File: src/inc/rsr_pkg.sv
// Constants and carriers for the reset and STOP-release sequencer.
// Assumes one main-clock domain; the clock port is the main oscillator.
// Notes on behaviour
// - Reset input during STOP ends standby, then stabilization wait, then reset processing.
// - Unmasked wake vectors if enabled and high level, or low with service flag.
// - Two reset sources: external reset pin and watchdog runaway overflow.
// - Both resets behave alike and start from the vector at the two lowest bytes.
// - Pin low or watchdog overflow asserts reset and initializes every unit.
// - All pins float during reset and during the stabilization wait after it.
// - Pin high clears reset; execution starts after two to the seventeenth clocks.
// - Watchdog reset clears by itself, then the same stabilization wait applies.
// - Main oscillator stops during reset while the subsystem oscillator keeps running.
// - Reset out of STOP keeps standby contents, yet port pins still float.
// - During reset and wait only the fetch counter may change; others wait.
// - Reset during standby preserves data memory and general registers.
// - After reset fetch counter holds the vector and status word its initial value.
// - Port latches cleared, direction all inputs, resistor options cleared.
// - CPU clock control and settle time select load their initial value.
// - Memory size and expansion RAM size load their values; software rewrites RAM size.
// - First 16-bit timer counter and control registers cleared; captures left alone.
// - Second timer mode cleared; 8-bit timers counters, clocks, modes cleared.
// - Memory expansion, key return select and pin function registers cleared.
// - Unmasked request ends STOP; after wait, vector if enabled else next instruction.
// - STOP entered only by the STOP instruction while running from the main clock.
package rsr_pkg;

	// ***************************************
	// Timing
	// ***************************************
	localparam int RSR_STAB_EXP    = 17;
	localparam int RSR_STAB_CYCLES = 2 ** RSR_STAB_EXP;
	localparam int RSR_CNT_W       = 18;
	localparam logic [15:0] RSR_VECTOR_ADDR = 16'h0000;
	localparam logic [15:0] RSR_FETCH_RESET = 16'h0000;

	// ***************************************
	// Sequencer states
	// ***************************************
	typedef enum logic [4:0] {
		RSR_RUN      = 5'h01,
		RSR_STOP     = 5'h02,
		RSR_RST_HOLD = 5'h04,
		RSR_RST_WAIT = 5'h08,
		RSR_IRQ_WAIT = 5'h10
	} rsr_state_t;

	// ***************************************
	// Carriers
	// ***************************************
	typedef struct packed {
		logic pending;
		logic request_mask_flag;
		logic level_select_flag;
		logic ack_enable_flag;
		logic service_level_flag;
	} rsr_irq_t;

	typedef struct packed {
		logic [7:0]  status_word;
		logic [7:0]  port_latch;
		logic [7:0]  port_direction;
		logic [7:0]  internal_resistor_option;
		logic [7:0]  cpu_clock_control;
		logic [7:0]  settle_time_select;
		logic [7:0]  memory_size_select;
		logic [7:0]  expansion_ram_size;
		logic [7:0]  mem_expansion_mode;
		logic [7:0]  key_return_select;
		logic [7:0]  pin_function;
		logic [15:0] timer0_count;
		logic [7:0]  timer0_control;
		logic [7:0]  timer4_control;
		logic [7:0]  timer5x_count;
		logic [7:0]  timer5x_clock_select;
		logic [7:0]  timer5x_control;
	} rsr_defaults_t;

	// ***************************************
	// Values after reset
	// ***************************************
	localparam logic [7:0]  RSR_STATUS_INIT = 8'h02;
	localparam logic [7:0]  RSR_CLEAR8      = 8'h00;
	localparam logic [7:0]  RSR_DIR_INIT    = 8'hFF;
	localparam logic [7:0]  RSR_CLK_INIT    = 8'h04;
	localparam logic [7:0]  RSR_MEMSZ_INIT  = 8'hCF;
	localparam logic [7:0]  RSR_XRAM_INIT   = 8'h0C;
	localparam logic [7:0]  RSR_XRAM_ADVISE = 8'h09;
	localparam logic [15:0] RSR_CLEAR16     = 16'h0000;

	localparam rsr_defaults_t RSR_DEFAULTS = '{
		status_word:              RSR_STATUS_INIT,
		port_latch:               RSR_CLEAR8,
		port_direction:           RSR_DIR_INIT,
		internal_resistor_option: RSR_CLEAR8,
		cpu_clock_control:        RSR_CLK_INIT,
		settle_time_select:       RSR_CLK_INIT,
		memory_size_select:       RSR_MEMSZ_INIT,
		expansion_ram_size:       RSR_XRAM_INIT,
		mem_expansion_mode:       RSR_CLEAR8,
		key_return_select:        RSR_CLEAR8,
		pin_function:             RSR_CLEAR8,
		timer0_count:             RSR_CLEAR16,
		timer0_control:           RSR_CLEAR8,
		timer4_control:           RSR_CLEAR8,
		timer5x_count:            RSR_CLEAR8,
		timer5x_clock_select:     RSR_CLEAR8,
		timer5x_control:          RSR_CLEAR8
	};

	// Wake decision: vectored service or next instruction
	function automatic logic rsr_take_vector(input rsr_irq_t irq);
		return irq.ack_enable_flag && (!irq.level_select_flag || irq.service_level_flag);
	endfunction

endpackage

File: src/logic/rsr_reset_and_stop_release.sv
// Reset sequencer with STOP standby entry and release.
// Assumes the reset pin, watchdog pulse and wake inputs are synchronous to i_core_clk.
`timescale 1ns/1ps
module rsr_reset_and_stop_release #(
	parameter int WAIT_CYCLES = rsr_pkg::RSR_STAB_CYCLES
) (
	input  wire logic                  i_core_clk,
	input  wire logic                  i_resetn,
	input  wire logic                  i_reset_pin_n,
	input  wire logic                  i_wdt_overflow,
	input  wire logic                  i_stop_exec,
	input  wire logic                  i_cpu_on_main_clk,
	input  wire rsr_pkg::rsr_irq_t     i_irq,
	input  wire logic [7:0]            i_vector_lo,
	input  wire logic [7:0]            i_vector_hi,
	output logic                       o_core_reset,
	output logic                       o_pins_hiz,
	output logic                       o_main_osc_run,
	output logic                       o_sub_osc_run,
	output logic                       o_cpu_run,
	output logic                       o_stop_mode,
	output logic                       o_keep_ram,
	output logic                       o_apply_defaults,
	output logic                       o_vector_service,
	output logic                       o_next_instr,
	output logic [15:0]                o_vector_addr,
	output logic [15:0]                o_fetch_counter,
	output rsr_pkg::rsr_defaults_t     o_defaults
);

	// ***************************************
	// State group
	// ***************************************
	rsr_pkg::rsr_state_t            state;
	rsr_pkg::rsr_state_t            next_state;
	logic [rsr_pkg::RSR_CNT_W-1:0]  wait_cnt;
	logic [rsr_pkg::RSR_CNT_W-1:0]  next_wait_cnt;
	logic [15:0]                    next_fetch_counter;
	logic                           vector_pick;
	logic                           next_vector_pick;
	logic                           next_keep_ram;
	logic                           next_apply_defaults;
	logic                           next_vector_service;
	logic                           next_next_instr;
	logic                           reset_req;
	logic                           terminal;
	logic                           in_reset;

	// Either source lands in the same path
	assign reset_req = !i_reset_pin_n || i_wdt_overflow;
	assign terminal  = wait_cnt == rsr_pkg::RSR_CNT_W'(WAIT_CYCLES - 1);
	assign in_reset  = next_state == rsr_pkg::RSR_RST_HOLD || next_state == rsr_pkg::RSR_RST_WAIT;

	always_comb begin
		next_state          = state;
		next_wait_cnt       = wait_cnt;
		next_fetch_counter  = o_fetch_counter;
		next_vector_pick    = vector_pick;
		next_keep_ram       = o_keep_ram;
		next_apply_defaults = 1'b0;
		next_vector_service = 1'b0;
		next_next_instr     = 1'b0;
		unique case (state)
			rsr_pkg::RSR_RUN: begin
				next_keep_ram = 1'b0;
				if (reset_req) begin
					next_state = rsr_pkg::RSR_RST_HOLD;
				end else if (i_stop_exec && i_cpu_on_main_clk) begin
					next_state = rsr_pkg::RSR_STOP;
				end
			end
			rsr_pkg::RSR_STOP: begin
				if (reset_req) begin
					next_state    = rsr_pkg::RSR_RST_HOLD;
					next_keep_ram = 1'b1;
				end else if (i_irq.pending && !i_irq.request_mask_flag) begin
					next_state       = rsr_pkg::RSR_IRQ_WAIT;
					next_wait_cnt    = '0;
					next_vector_pick = rsr_pkg::rsr_take_vector(i_irq);
				end
			end
			rsr_pkg::RSR_RST_HOLD: begin
				// Count only starts once every source is gone
				next_wait_cnt = '0;
				if (!reset_req) begin
					next_state = rsr_pkg::RSR_RST_WAIT;
				end
			end
			rsr_pkg::RSR_RST_WAIT: begin
				if (reset_req) begin
					next_state = rsr_pkg::RSR_RST_HOLD;
				end else if (terminal) begin
					next_state          = rsr_pkg::RSR_RUN;
					next_fetch_counter  = {i_vector_hi, i_vector_lo};
					next_apply_defaults = 1'b1;
				end else begin
					next_wait_cnt = wait_cnt + 1'b1;
				end
			end
			rsr_pkg::RSR_IRQ_WAIT: begin
				if (reset_req) begin
					next_state    = rsr_pkg::RSR_RST_HOLD;
					next_keep_ram = 1'b1;
				end else if (terminal) begin
					next_state          = rsr_pkg::RSR_RUN;
					next_vector_service = vector_pick;
					next_next_instr     = !vector_pick;
				end else begin
					next_wait_cnt = wait_cnt + 1'b1;
				end
			end
			default: begin
				next_state = rsr_pkg::RSR_RST_HOLD;
			end
		endcase
	end

	// Power-up starts inside the stabilization wait
	always_ff @(posedge i_core_clk or negedge i_resetn) begin
		if (!i_resetn) begin
			state            <= rsr_pkg::RSR_RST_WAIT;
			wait_cnt         <= '0;
			vector_pick      <= 1'b0;
			o_fetch_counter  <= rsr_pkg::RSR_FETCH_RESET;
			o_keep_ram       <= 1'b0;
			o_apply_defaults <= 1'b0;
			o_vector_service <= 1'b0;
			o_next_instr     <= 1'b0;
		end else begin
			state            <= next_state;
			wait_cnt         <= next_wait_cnt;
			vector_pick      <= next_vector_pick;
			o_fetch_counter  <= next_fetch_counter;
			o_keep_ram       <= next_keep_ram;
			o_apply_defaults <= next_apply_defaults;
			o_vector_service <= next_vector_service;
			o_next_instr     <= next_next_instr;
		end
	end

	// ***************************************
	// Pin and clock control group
	// ***************************************
	logic next_core_reset;
	logic next_pins_hiz;
	logic next_main_osc_run;
	logic next_cpu_run;
	logic next_stop_mode;

	always_comb begin
		next_core_reset   = in_reset;
		next_pins_hiz     = in_reset;
		// Main oscillator idle in reset hold and STOP; subsystem runs on
		next_main_osc_run = next_state != rsr_pkg::RSR_RST_HOLD
			&& next_state != rsr_pkg::RSR_STOP;
		next_cpu_run      = next_state == rsr_pkg::RSR_RUN;
		next_stop_mode    = next_state == rsr_pkg::RSR_STOP;
	end

	always_ff @(posedge i_core_clk or negedge i_resetn) begin
		if (!i_resetn) begin
			o_core_reset   <= 1'b1;
			o_pins_hiz     <= 1'b1;
			o_main_osc_run <= 1'b1;
			o_sub_osc_run  <= 1'b1;
			o_cpu_run      <= 1'b0;
			o_stop_mode    <= 1'b0;
			o_vector_addr  <= rsr_pkg::RSR_VECTOR_ADDR;
			o_defaults     <= rsr_pkg::RSR_DEFAULTS;
		end else begin
			o_core_reset   <= next_core_reset;
			o_pins_hiz     <= next_pins_hiz;
			o_main_osc_run <= next_main_osc_run;
			o_sub_osc_run  <= 1'b1;
			o_cpu_run      <= next_cpu_run;
			o_stop_mode    <= next_stop_mode;
			o_vector_addr  <= rsr_pkg::RSR_VECTOR_ADDR;
			o_defaults     <= rsr_pkg::RSR_DEFAULTS;
		end
	end
endmodule

File: config.mk
export PLATFORM = sky130hd
export DESIGN_NAME = rsr_reset_and_stop_release
export DESIGN_NICKNAME = d
export VERILOG_FILES = /design/src/inc/rsr_pkg.sv /design/src/logic/rsr_reset_and_stop_release.sv
export SDC_FILE = /design/constraint.sdc
export NUM_CORES = 1
export LEC_CHECK = 0
export BUFFER_PORTS_ARGS = -buffer_cell sky130_fd_sc_hd__buf_2
export CAP_MARGIN = 30
export CORE_UTILIZATION = 45
export DETAILED_ROUTE_END_ITERATION = 10
export PLACE_DENSITY = 0.78
export SLEW_MARGIN = 10
export SYNTH_ARGS = -nofsm -noshare
export SYNTH_HDL_FRONTEND = slang
export SYNTH_SLANG_ARGS = --single-unit
File: constraint.sdc
create_clock -name i_core_clk -period 2.4 [get_ports i_core_clk]
set_clock_uncertainty 0.15 [all_clocks]
set_input_delay 0.48 -clock i_core_clk [delete_from_list [all_inputs] [get_ports i_core_clk]]
set_output_delay 0.48 -clock i_core_clk [all_outputs]
set_load 0.02 [all_outputs]
==> summary.txt, run 1 <==
Final ANT Viol Nets: 0
Die width: 92.1 µm
Fin crit period: 2.21 ns
Total wire length: 6.16 mm
Number of global-route vias before repair: 2023
WL/cell: 11.3 µm
Hold Path Class: in2async
Filler instances: 756
Slowest cell on crit path: dfrtp_1
Largest regs: wait_cnt (18), o_fetch_counter (16), state (5)
Largest net degree at the start of global routing: 49
Cells after synthesis: 386
Max Root-Sink Buffers: 2
Diode count: 0
Post-synth top flop: dfrtp_1
Cell area after synthesis: 3650 µm²
Remaining DRCs: 0
Vias: 2382
DP Wirelength: 4.48 mm
Biggest register: wait_cnt
Crit path DAT: 2.29 ns
Mapped Avg Cell Area: 9.47 µm²
Number of I/O pins: 213
Switching Share: 31.6%
GPL Wtd Cong: 0.841
Post-synth EDFFs: 0
Antenna violations before repair: 0
Initial Util: 46.8%
Critical path required time: 2.48 ns
CTS Buf Count: 5
Netlist cell types: 52
Clk pin slew, worst setup/hold paths: 0.09 ns
Share of the synthesized area in the top cell type: 33.7%
GRT overflow: 0
Worst path top cell family by delay: simple AND/OR/NAND/NOR gates
Hold Slack: 0.122 ns
RSZ-0062 raised after global routing: false
Final net count: 470
Post-synthesis cell type with the largest combined area: buf_4
Root buf cell: clkbuf_8
H-tree levels: 2
Clk sink count: 48
Max cap viols: 0
Max Clk Rate: 452 MHz
Area growth syn-to-layout: -1.16%
# port buffers: 51
Dominant cells by area after synthesis: buf_4 34%, dfrtp_1 31%, mux2_2 4.0%
Core area: 7810 µm²
Crit Path Max Fanout: 30
Slew margin rel.: 58.8%
Max FFs per register: 18
Tot GR Track Use: 14.0%
Setup TNS: 0 ns
Combinational power share: 19.3%
Setup ws final: 0.187 ns
Period utilisation layout: 92.2%
Power Density: 500 nW/µm²
Seq/Total Area, Yosys: 33.0%
Worst path cell trace: nor2b_1, o311ai_1, and2_1, buf_12, or4_1, a21oi_1
Crit path kind: reg2reg
Hold bufs inserted after CTS: 0
Max Slew Vio Count: 0
First-pass GRT wire length: 9.55 mm
Die area: 8490 µm²
Pint: 1.23 mW
Part of the power in registers: 45.5%
Layout cell share with drive strength beyond 1: 22.1%
Clock network power share: 35.2%
Count leader, synth: buf_4
Drt pass-1 iters: 4
Critical Path End Type: flop
Synth top cells by count: 164 x buf_4, 45 x dfrtp_1, 18 x a21oi_1
Die Y: 92.1 µm
Worst-margin pin slew: 0.618 ns
Clk_lat worst skew: 0.30 ns
Rows: 32
Pre-CTS setup slack: 0.0864 ns
CTS tree: built
Vias per cell: 4.37
FFs w/ async S/R, synth: 100%
FF+latch count, synth: 48
DR iter-0 viols: 101
Final setup viols: 0
Lkg Pwr: 1.86 nW
Status: finished clean
VDD IR max: 0.265 mV
CP Buf/Inv Count: 1
Synthesis Warnings: 0
Slowest Stage Delay on Critical Path: 0.58 ns
Final hold vios: 0
Design Power: 1.80 mW
Switch Pwr: 0.571 mW
Startpoint types: flop
layout by cell type, fill, tap and decap left out, types with 4 or more instances in the layout:
master    instances
nand3_1           8
mux2_2           13
o41ai_1           4
buf_4            10
o31ai_1          10
clkbuf_8          7
nor3_1            4
conb_1          161
inv_1             6
nor2_1            8
dfrtp_1          45
o21ai_0           8
nand2b_1          4
o211ai_1          4
buf_2            51
nand2_1          14
a21oi_1          18
or4_1            10
final timing paths:
kind	from	endpoint	slack [ns]	cells after the start
worst max register to register	state[2]	wait_cnt[6]	0.19	6
worst min-delay path	i_resetn	wait_cnt[12]	0.12	2
worst min register to register	vector_pick	o_next_instr	0.33	1
worst max-delay path	state[2]	wait_cnt[6]	0.19	6
min in group i_core_clk	i_vector_hi[2]	o_fetch_counter[10]	0.24	2
max in group asynchronous	i_resetn	o_fetch_counter[2]	1.56	2
logic make-up (layout without fill, tap and decap cells):
kind of cell / count (synthesis) / after routing / share of synthesized area [%]
buffers and inverters: 180 / 78 / 35.9
AND/OR/NAND/NOR: 78 / 78 / 14.4
AO/OA/AOI/OAI: 57 / 57 / 10.2
flip-flops: 48 / 48 / 33.0
multiplexers: 17 / 17 / 5.20
XOR/XNOR: 3 / 3 / 0.719
other: 2 / 161 / 0.205
adder cells (fa/ha/maj): 1 / 1 / 0.342
repair_timing:
action | CTS | global route
endpoints found under the setup margin | 0 | 4
gates resized for setup | 0 | 2
buffers inserted | 0 | 2
per-stage QoR:
step | std cells | util (%) | cell area (µm²)
after global placement | 535 | 44.2 | 3450
after detailed placement | 535 | 44.2 | 3450
final | 545 | 46.3 | 3610
after floorplan | 545 | - | 4250
after CTS | 543 | 45.8 | 3580
after global routing | 545 | 46.3 | 3610
cell type report:
class | count | area (µm²) | share of cell area (%)
multi-input cells | 317 | 1740 | 48.2
flip-flops and latches | 48 | 1200 | 33.4
repair buffers | 64 | 390 | 10.8
well taps | 102 | 128 | 3.53
clock buffers | 7 | 96.3 | 2.67
clock inverters | 1 | 30.0 | 0.831
inverters | 6 | 22.5 | 0.623
layer usage:
layer	global-route usage [%]	vias up	wire, µm
met5	0	-	0
met4	5.21	0	104
met3	3.65	10	360
met2	23.8	112	3300
met1	17.1	1142	2390
li1	-	1118	-
worst reg2reg max path, delay by kind of cell, from the launching register on:
family / cells / cell delay [ns]
buffers and inverters: 1 / 0.16
and+or+nand+nor: 3 / 0.96
DFF: 1 / 0.58
AOI/OAI and AO/OA: 2 / 0.29
power groups by stage:
stage          sequential [mW]  combinational [mW]  clock [mW]
2_1_floorplan            0.835               0.480           0
3_3_place_gp             0.838               0.331           0
3_5_place_dp             0.839               0.335           0
4_1_cts                  0.823               0.335       0.658
5_1_grt                  0.823               0.375       0.686
6_report                 0.822               0.348       0.635
(Power assumes the default switching activity.)
==> run 2, diff against run 1 <==
CORE_UTILIZATION = 40   (was 45)
PLACE_DENSITY = 0.73   (was 0.78)
clock period = 1.9 ns   (was 2.4 ns; I/O delays follow)
==> summary.txt, run 2 (synthesis results as in run 1) <==
Status: finished, violations left
Failing checks: setup timing
CTS Buf Count: 5
Final hold vios: 0
Reg2reg setup slack: -0.16 ns
Core area: 8760 µm²
VDD IR max: 0.316 mV
Rows: 34
Final std cells w/o fill: 612
Clk_lat worst skew: 0.31 ns
Area growth syn-to-layout: 17.8%
Most frequent cells in the layout: 161 x conb_1, 64 x buf_4, 51 x buf_2
DR iter-0 viols: 115
Clk pin slew, worst setup/hold paths: 0.09 ns
Startpoint types: flop
Hold Path Class: in2reg
H-tree levels: 2
Commonest non-fill, non-tap cell in the layout: conb_1
Initial Util: 41.7%
Critical Path End Type: flop
Setup ws final: -0.161 ns
Crit Path Max Fanout: 12
Max Slew Vio Count: 0
Die width: 97.6 µm
Diode count: 0
Biggest register: wait_cnt
Placed Cells: 586
Tot GR Track Use: 15.1%
Max FFs per register: 18
Die area: 9520 µm²
Multi-input combinational cell area: 1990 µm²
Remaining DRCs: 0
GRT overflow: 0
Slowest Stage Delay on Critical Path: 0.46 ns
Final net count: 531
RSZ-0062 raised after global routing: true
Max cap viols: 0
Crit path kind: reg2reg
GPL Wtd Cong: 0.831
Vias: 2644
Power Density: 515 nW/µm²
Max Root-Sink Buffers: 2
First-pass GRT wire length: 11.7 mm
Critical path required time: 1.98 ns
Die Y: 97.6 µm
CTS tree: built
Fin crit period: 2.06 ns
Final setup viols: 35
Max Clk Rate: 485 MHz
WL/cell: 12.2 µm
Final ANT Viol Nets: 0
Crit path DAT: 2.14 ns
DP Wirelength: 5.16 mm
Number of I/O pins: 213
Vias per cell: 4.32
Lkg Pwr: 2.20 nW
Largest regs: wait_cnt (18), o_fetch_counter (16), state (5)
Layout cell share with drive strength beyond 1: 37.3%
Drt pass-1 iters: 4
Worst path cell trace: nor4b_4, o311ai_2, and2_4, buf_8, or4_1, a21oi_1
Filler instances: 838
Root buf cell: clkbuf_8
# port buffers: 51
Setup TNS: -3.29 ns
Antenna violations before repair: 0
Number of global-route vias before repair: 2362
Slowest cell on crit path: or4_1
Period utilisation layout: 108%
FF+latch area: 1210 µm²
Total wire length: 7.48 mm
Largest net degree at the start of global routing: 49
Clk sink count: 48
## run 2: changes by cell type in the layout (fill, tap and decap cells not counted), moves of 3 or more
cell	delta
mux2_1	-3
a21oi_1	-5
mux2_4	+16
mux2_2	-13
buf_4	+54
o21ai_0	-3
a21oi_2	+5
buf_6	+5
## run 2: through the flow
step                power (mW)  util [%]  hold slack, ns  worst slack (ns)  cell area [µm²]
global route              2.32      49.1           0.145            -0.268             4310
CTS                       2.22      48.2           0.144            -0.164             4220
detailed placement        1.52      43.8           0.251            -0.296             3840
global placement          1.51      43.8           0.242            -0.216             3840
finish                    2.22      49.1           0.148            -0.161             4310
floorplan                 1.67         -         -0.0656            -0.215             4320
## run 2: report_power, final
| part | internal, mW | switching [mW] |
|---|---|---|
| clock | 0.295 | 0.369 |
| sequential | 1.03 | 0.00552 |
| combinational | 0.112 | 0.407 |
## run 2: path summary, 6_finish.rpt
check                                from                  end  depth (start not counted)
min in group asynchronous        i_resetn  o_fetch_counter[13]                          3
setup reg to reg                 state[1]          wait_cnt[8]                          6
max in group asynchronous        i_resetn       o_main_osc_run                          3
setup / recovery                 state[1]          wait_cnt[8]                          6
hold / removal             i_vector_hi[5]  o_fetch_counter[13]                          2
hold reg to reg               vector_pick         o_next_instr                          1
## run 2: critical path, delay by kind of cell (launching register included)
kind / cells / cell delay, ns
flip-flops: 1 / 0.42
AND/OR/NAND/NOR: 3 / 0.95
buffers and inverters: 1 / 0.13
AO/OA/AOI/OAI: 2 / 0.33
## run 2: area by class of cell
type | instances | share of cell area (%)
clock inverters | 2 | 0.349
multi-input cells | 318 | 46.1
clock buffers | 6 | 1.92
flip-flops and latches | 48 | 28.0
well taps | 108 | 3.14
inverters | 6 | 0.523
repair buffers | 124 | 19.9
## run 2: what timing repair did
item | CTS | global route
resized for setup | 46 | 15
hold buffers | 1 | 0
setup endpoints to repair | 36 | 38
pin swaps | 13 | 10
cloned | 3 | 0
hold endpoints to repair | 45 | 0
setup buffers | 8 | 10
## run 2: routing by layer
| metal | up-vias | wire [µm] | track usage (%) |
|---|---|---|---|
| li1 | 1234 | - | - |
| met1 | 1276 | 2930 | 18.6 |
| met2 | 126 | 4050 | 26.7 |
| met3 | 8 | 411 | 2.45 |
| met4 | 0 | 91 | 4.64 |
| met5 | - | 0 | 0 |
==> run 3, diff against run 2 <==
==> constraint.sdc (replaced) <==
create_clock -name i_core_clk -period 1.9 [get_ports i_core_clk]
set_clock_uncertainty 0.15 [all_clocks]
set_input_delay 0.285 -clock i_core_clk [delete_from_list [all_inputs] [get_ports i_core_clk]]
set_output_delay 0.285 -clock i_core_clk [all_outputs]
set_load 0.02 [all_outputs]
==> summary.txt, run 3 (synthesis results as in run 1) <==
Multi-input combinational cell area: 1970 µm²
FF+latch area: 1210 µm²
Number of global-route vias before repair: 2319
H-tree levels: 2
Antenna violations before repair: 0
Most frequent cells in the layout: 161 x conb_1, 65 x buf_4, 51 x buf_2
Commonest non-fill, non-tap cell in the layout: conb_1
Vias per cell: 4.37
Crit Path Max Fanout: 7
Filler instances: 809
Max cap viols: 0
Die area: 9520 µm²
Tot GR Track Use: 15.1%
WL/cell: 12.9 µm
Core area: 8760 µm²
Crit path DAT: 2.17 ns
Status: finished, violations left
RSZ-0062 raised after global routing: true
Final hold vios: 0
Crit path kind: reg2reg
GPL Wtd Cong: 0.885
VDD IR max: 0.311 mV
Drt pass-1 iters: 4
# port buffers: 51
Clk sink count: 48
Initial Util: 41.7%
Final Core Density: 49.2%
Failing checks: setup timing
Hold Path Class: in2reg
Power Density: 563 nW/µm²
Total wire length: 7.91 mm
Lkg Pwr: 2.21 nW
GRT overflow: 0
DR iter-0 viols: 136
Number of I/O pins: 213
Final ANT Viol Nets: 0
Largest net degree at the start of global routing: 49
Startpoint types: flop
Diode count: 0
CTS tree: built
First-pass GRT wire length: 11.5 mm
FF-to-FF path depth: 6
Area growth syn-to-layout: 18.0%
Pre-CTS setup slack: -0.297 ns
Fin crit period: 2.14 ns
Vias: 2686
Met3 Use GR: 3.09%
Critical path required time: 1.93 ns
Max Root-Sink Buffers: 2
GR peak layer: met2
DP Wirelength: 5.21 mm
Die Y: 97.6 µm
Hold Path Cell Cnt: 2
Critical Path End Type: flop
Rows: 34
Met2 usage in global routing: 25.2%
Max FFs per register: 18
Remaining DRCs: 0
Biggest register: wait_cnt
Die width: 97.6 µm
Design Power: 2.43 mW
Setup ws final: -0.236 ns
CTS Buf Count: 5
Largest regs: wait_cnt (18), o_fetch_counter (16), state (5)
Max Clk Rate: 468 MHz
Clk_lat worst skew: 0.31 ns
Root buf cell: clkbuf_8
Final net count: 533
Final setup viols: 35
Clk pin slew, worst setup/hold paths: 0.09 ns
Period utilisation layout: 112%
Max Slew Vio Count: 0
Layout cell share with drive strength beyond 1: 37.4%
Grt met1 use: 19.1%
==> run 3: path summary, 6_finish.rpt <==
kind	start	to	slack [ns]
worst min register to register	o_fetch_counter[11]	o_fetch_counter[11]	0.36
max in group asynchronous	i_resetn	o_main_osc_run	0.97
worst max register to register	state[1]	wait_cnt[14]	-0.24
worst max-delay path	state[1]	wait_cnt[14]	-0.24
min in group asynchronous	i_resetn	wait_cnt[12]	0.33
worst min-delay path	i_vector_lo[5]	o_fetch_counter[5]	0.05
==> run 3: critical path: stages, from the launching register on <==
cell and delay (ns):
dfrtp_1 0.42, nor4b_4 0.33, o311ai_2 0.19, and2_4 0.20, buf_4 0.16, o41ai_1 0.47, a21oi_2 0.10
==> run 3: layout make-up <==
class                      instances  share of cell area, %
timing repair buffer             124                   19.5
clock inverter                     2                   1.39
tap                              108                   3.13
multi-input combinational        320                   45.8
sequential                        48                   28.0
clock buffer                       6                   1.68
inverter                           6                  0.522
==> run 3: per-stage QoR <==
stage | TNS (ns) | hold WS, ns | instances | instance area [µm²]
after floorplan | -3.45 | -0.161 | 545 | 4320
after detailed placement | -6.22 | 0.153 | 586 | 3830
after global placement | -3.41 | 0.146 | 586 | 3830
after CTS | -5.32 | 0.0479 | 603 | 4140
final | -4.73 | 0.0539 | 614 | 4310
after global routing | -7.39 | 0.0453 | 614 | 4310
==> run 3: report_power, final <==
group          total, mW  leakage, nW  internal (mW)  switching [mW]
logic              0.509         1.49          0.105           0.404
registers           1.04        0.654           1.03         0.00582
clock network      0.882       0.0654          0.526           0.356
total               2.43         2.21           1.66           0.766
==> run 3: repair_timing <==
| item | in CTS | in global routing |
|---|---|---|
| hold endpoints to repair | 45 | 0 |
| pin swaps | 8 | 12 |
| buffers inserted | 5 | 10 |
| endpoints found under the setup margin | 37 | 39 |
| hold buffers | 1 | 0 |
| resized for setup | 24 | 37 |
| gates cloned | 3 | 3 |
==> run 3: layer usage <==
layer	share of wire, %	routed length (µm)
met1	40	3170
met2	52	4080
met5	0	0
met4	2.0	157
met3	6.4	507
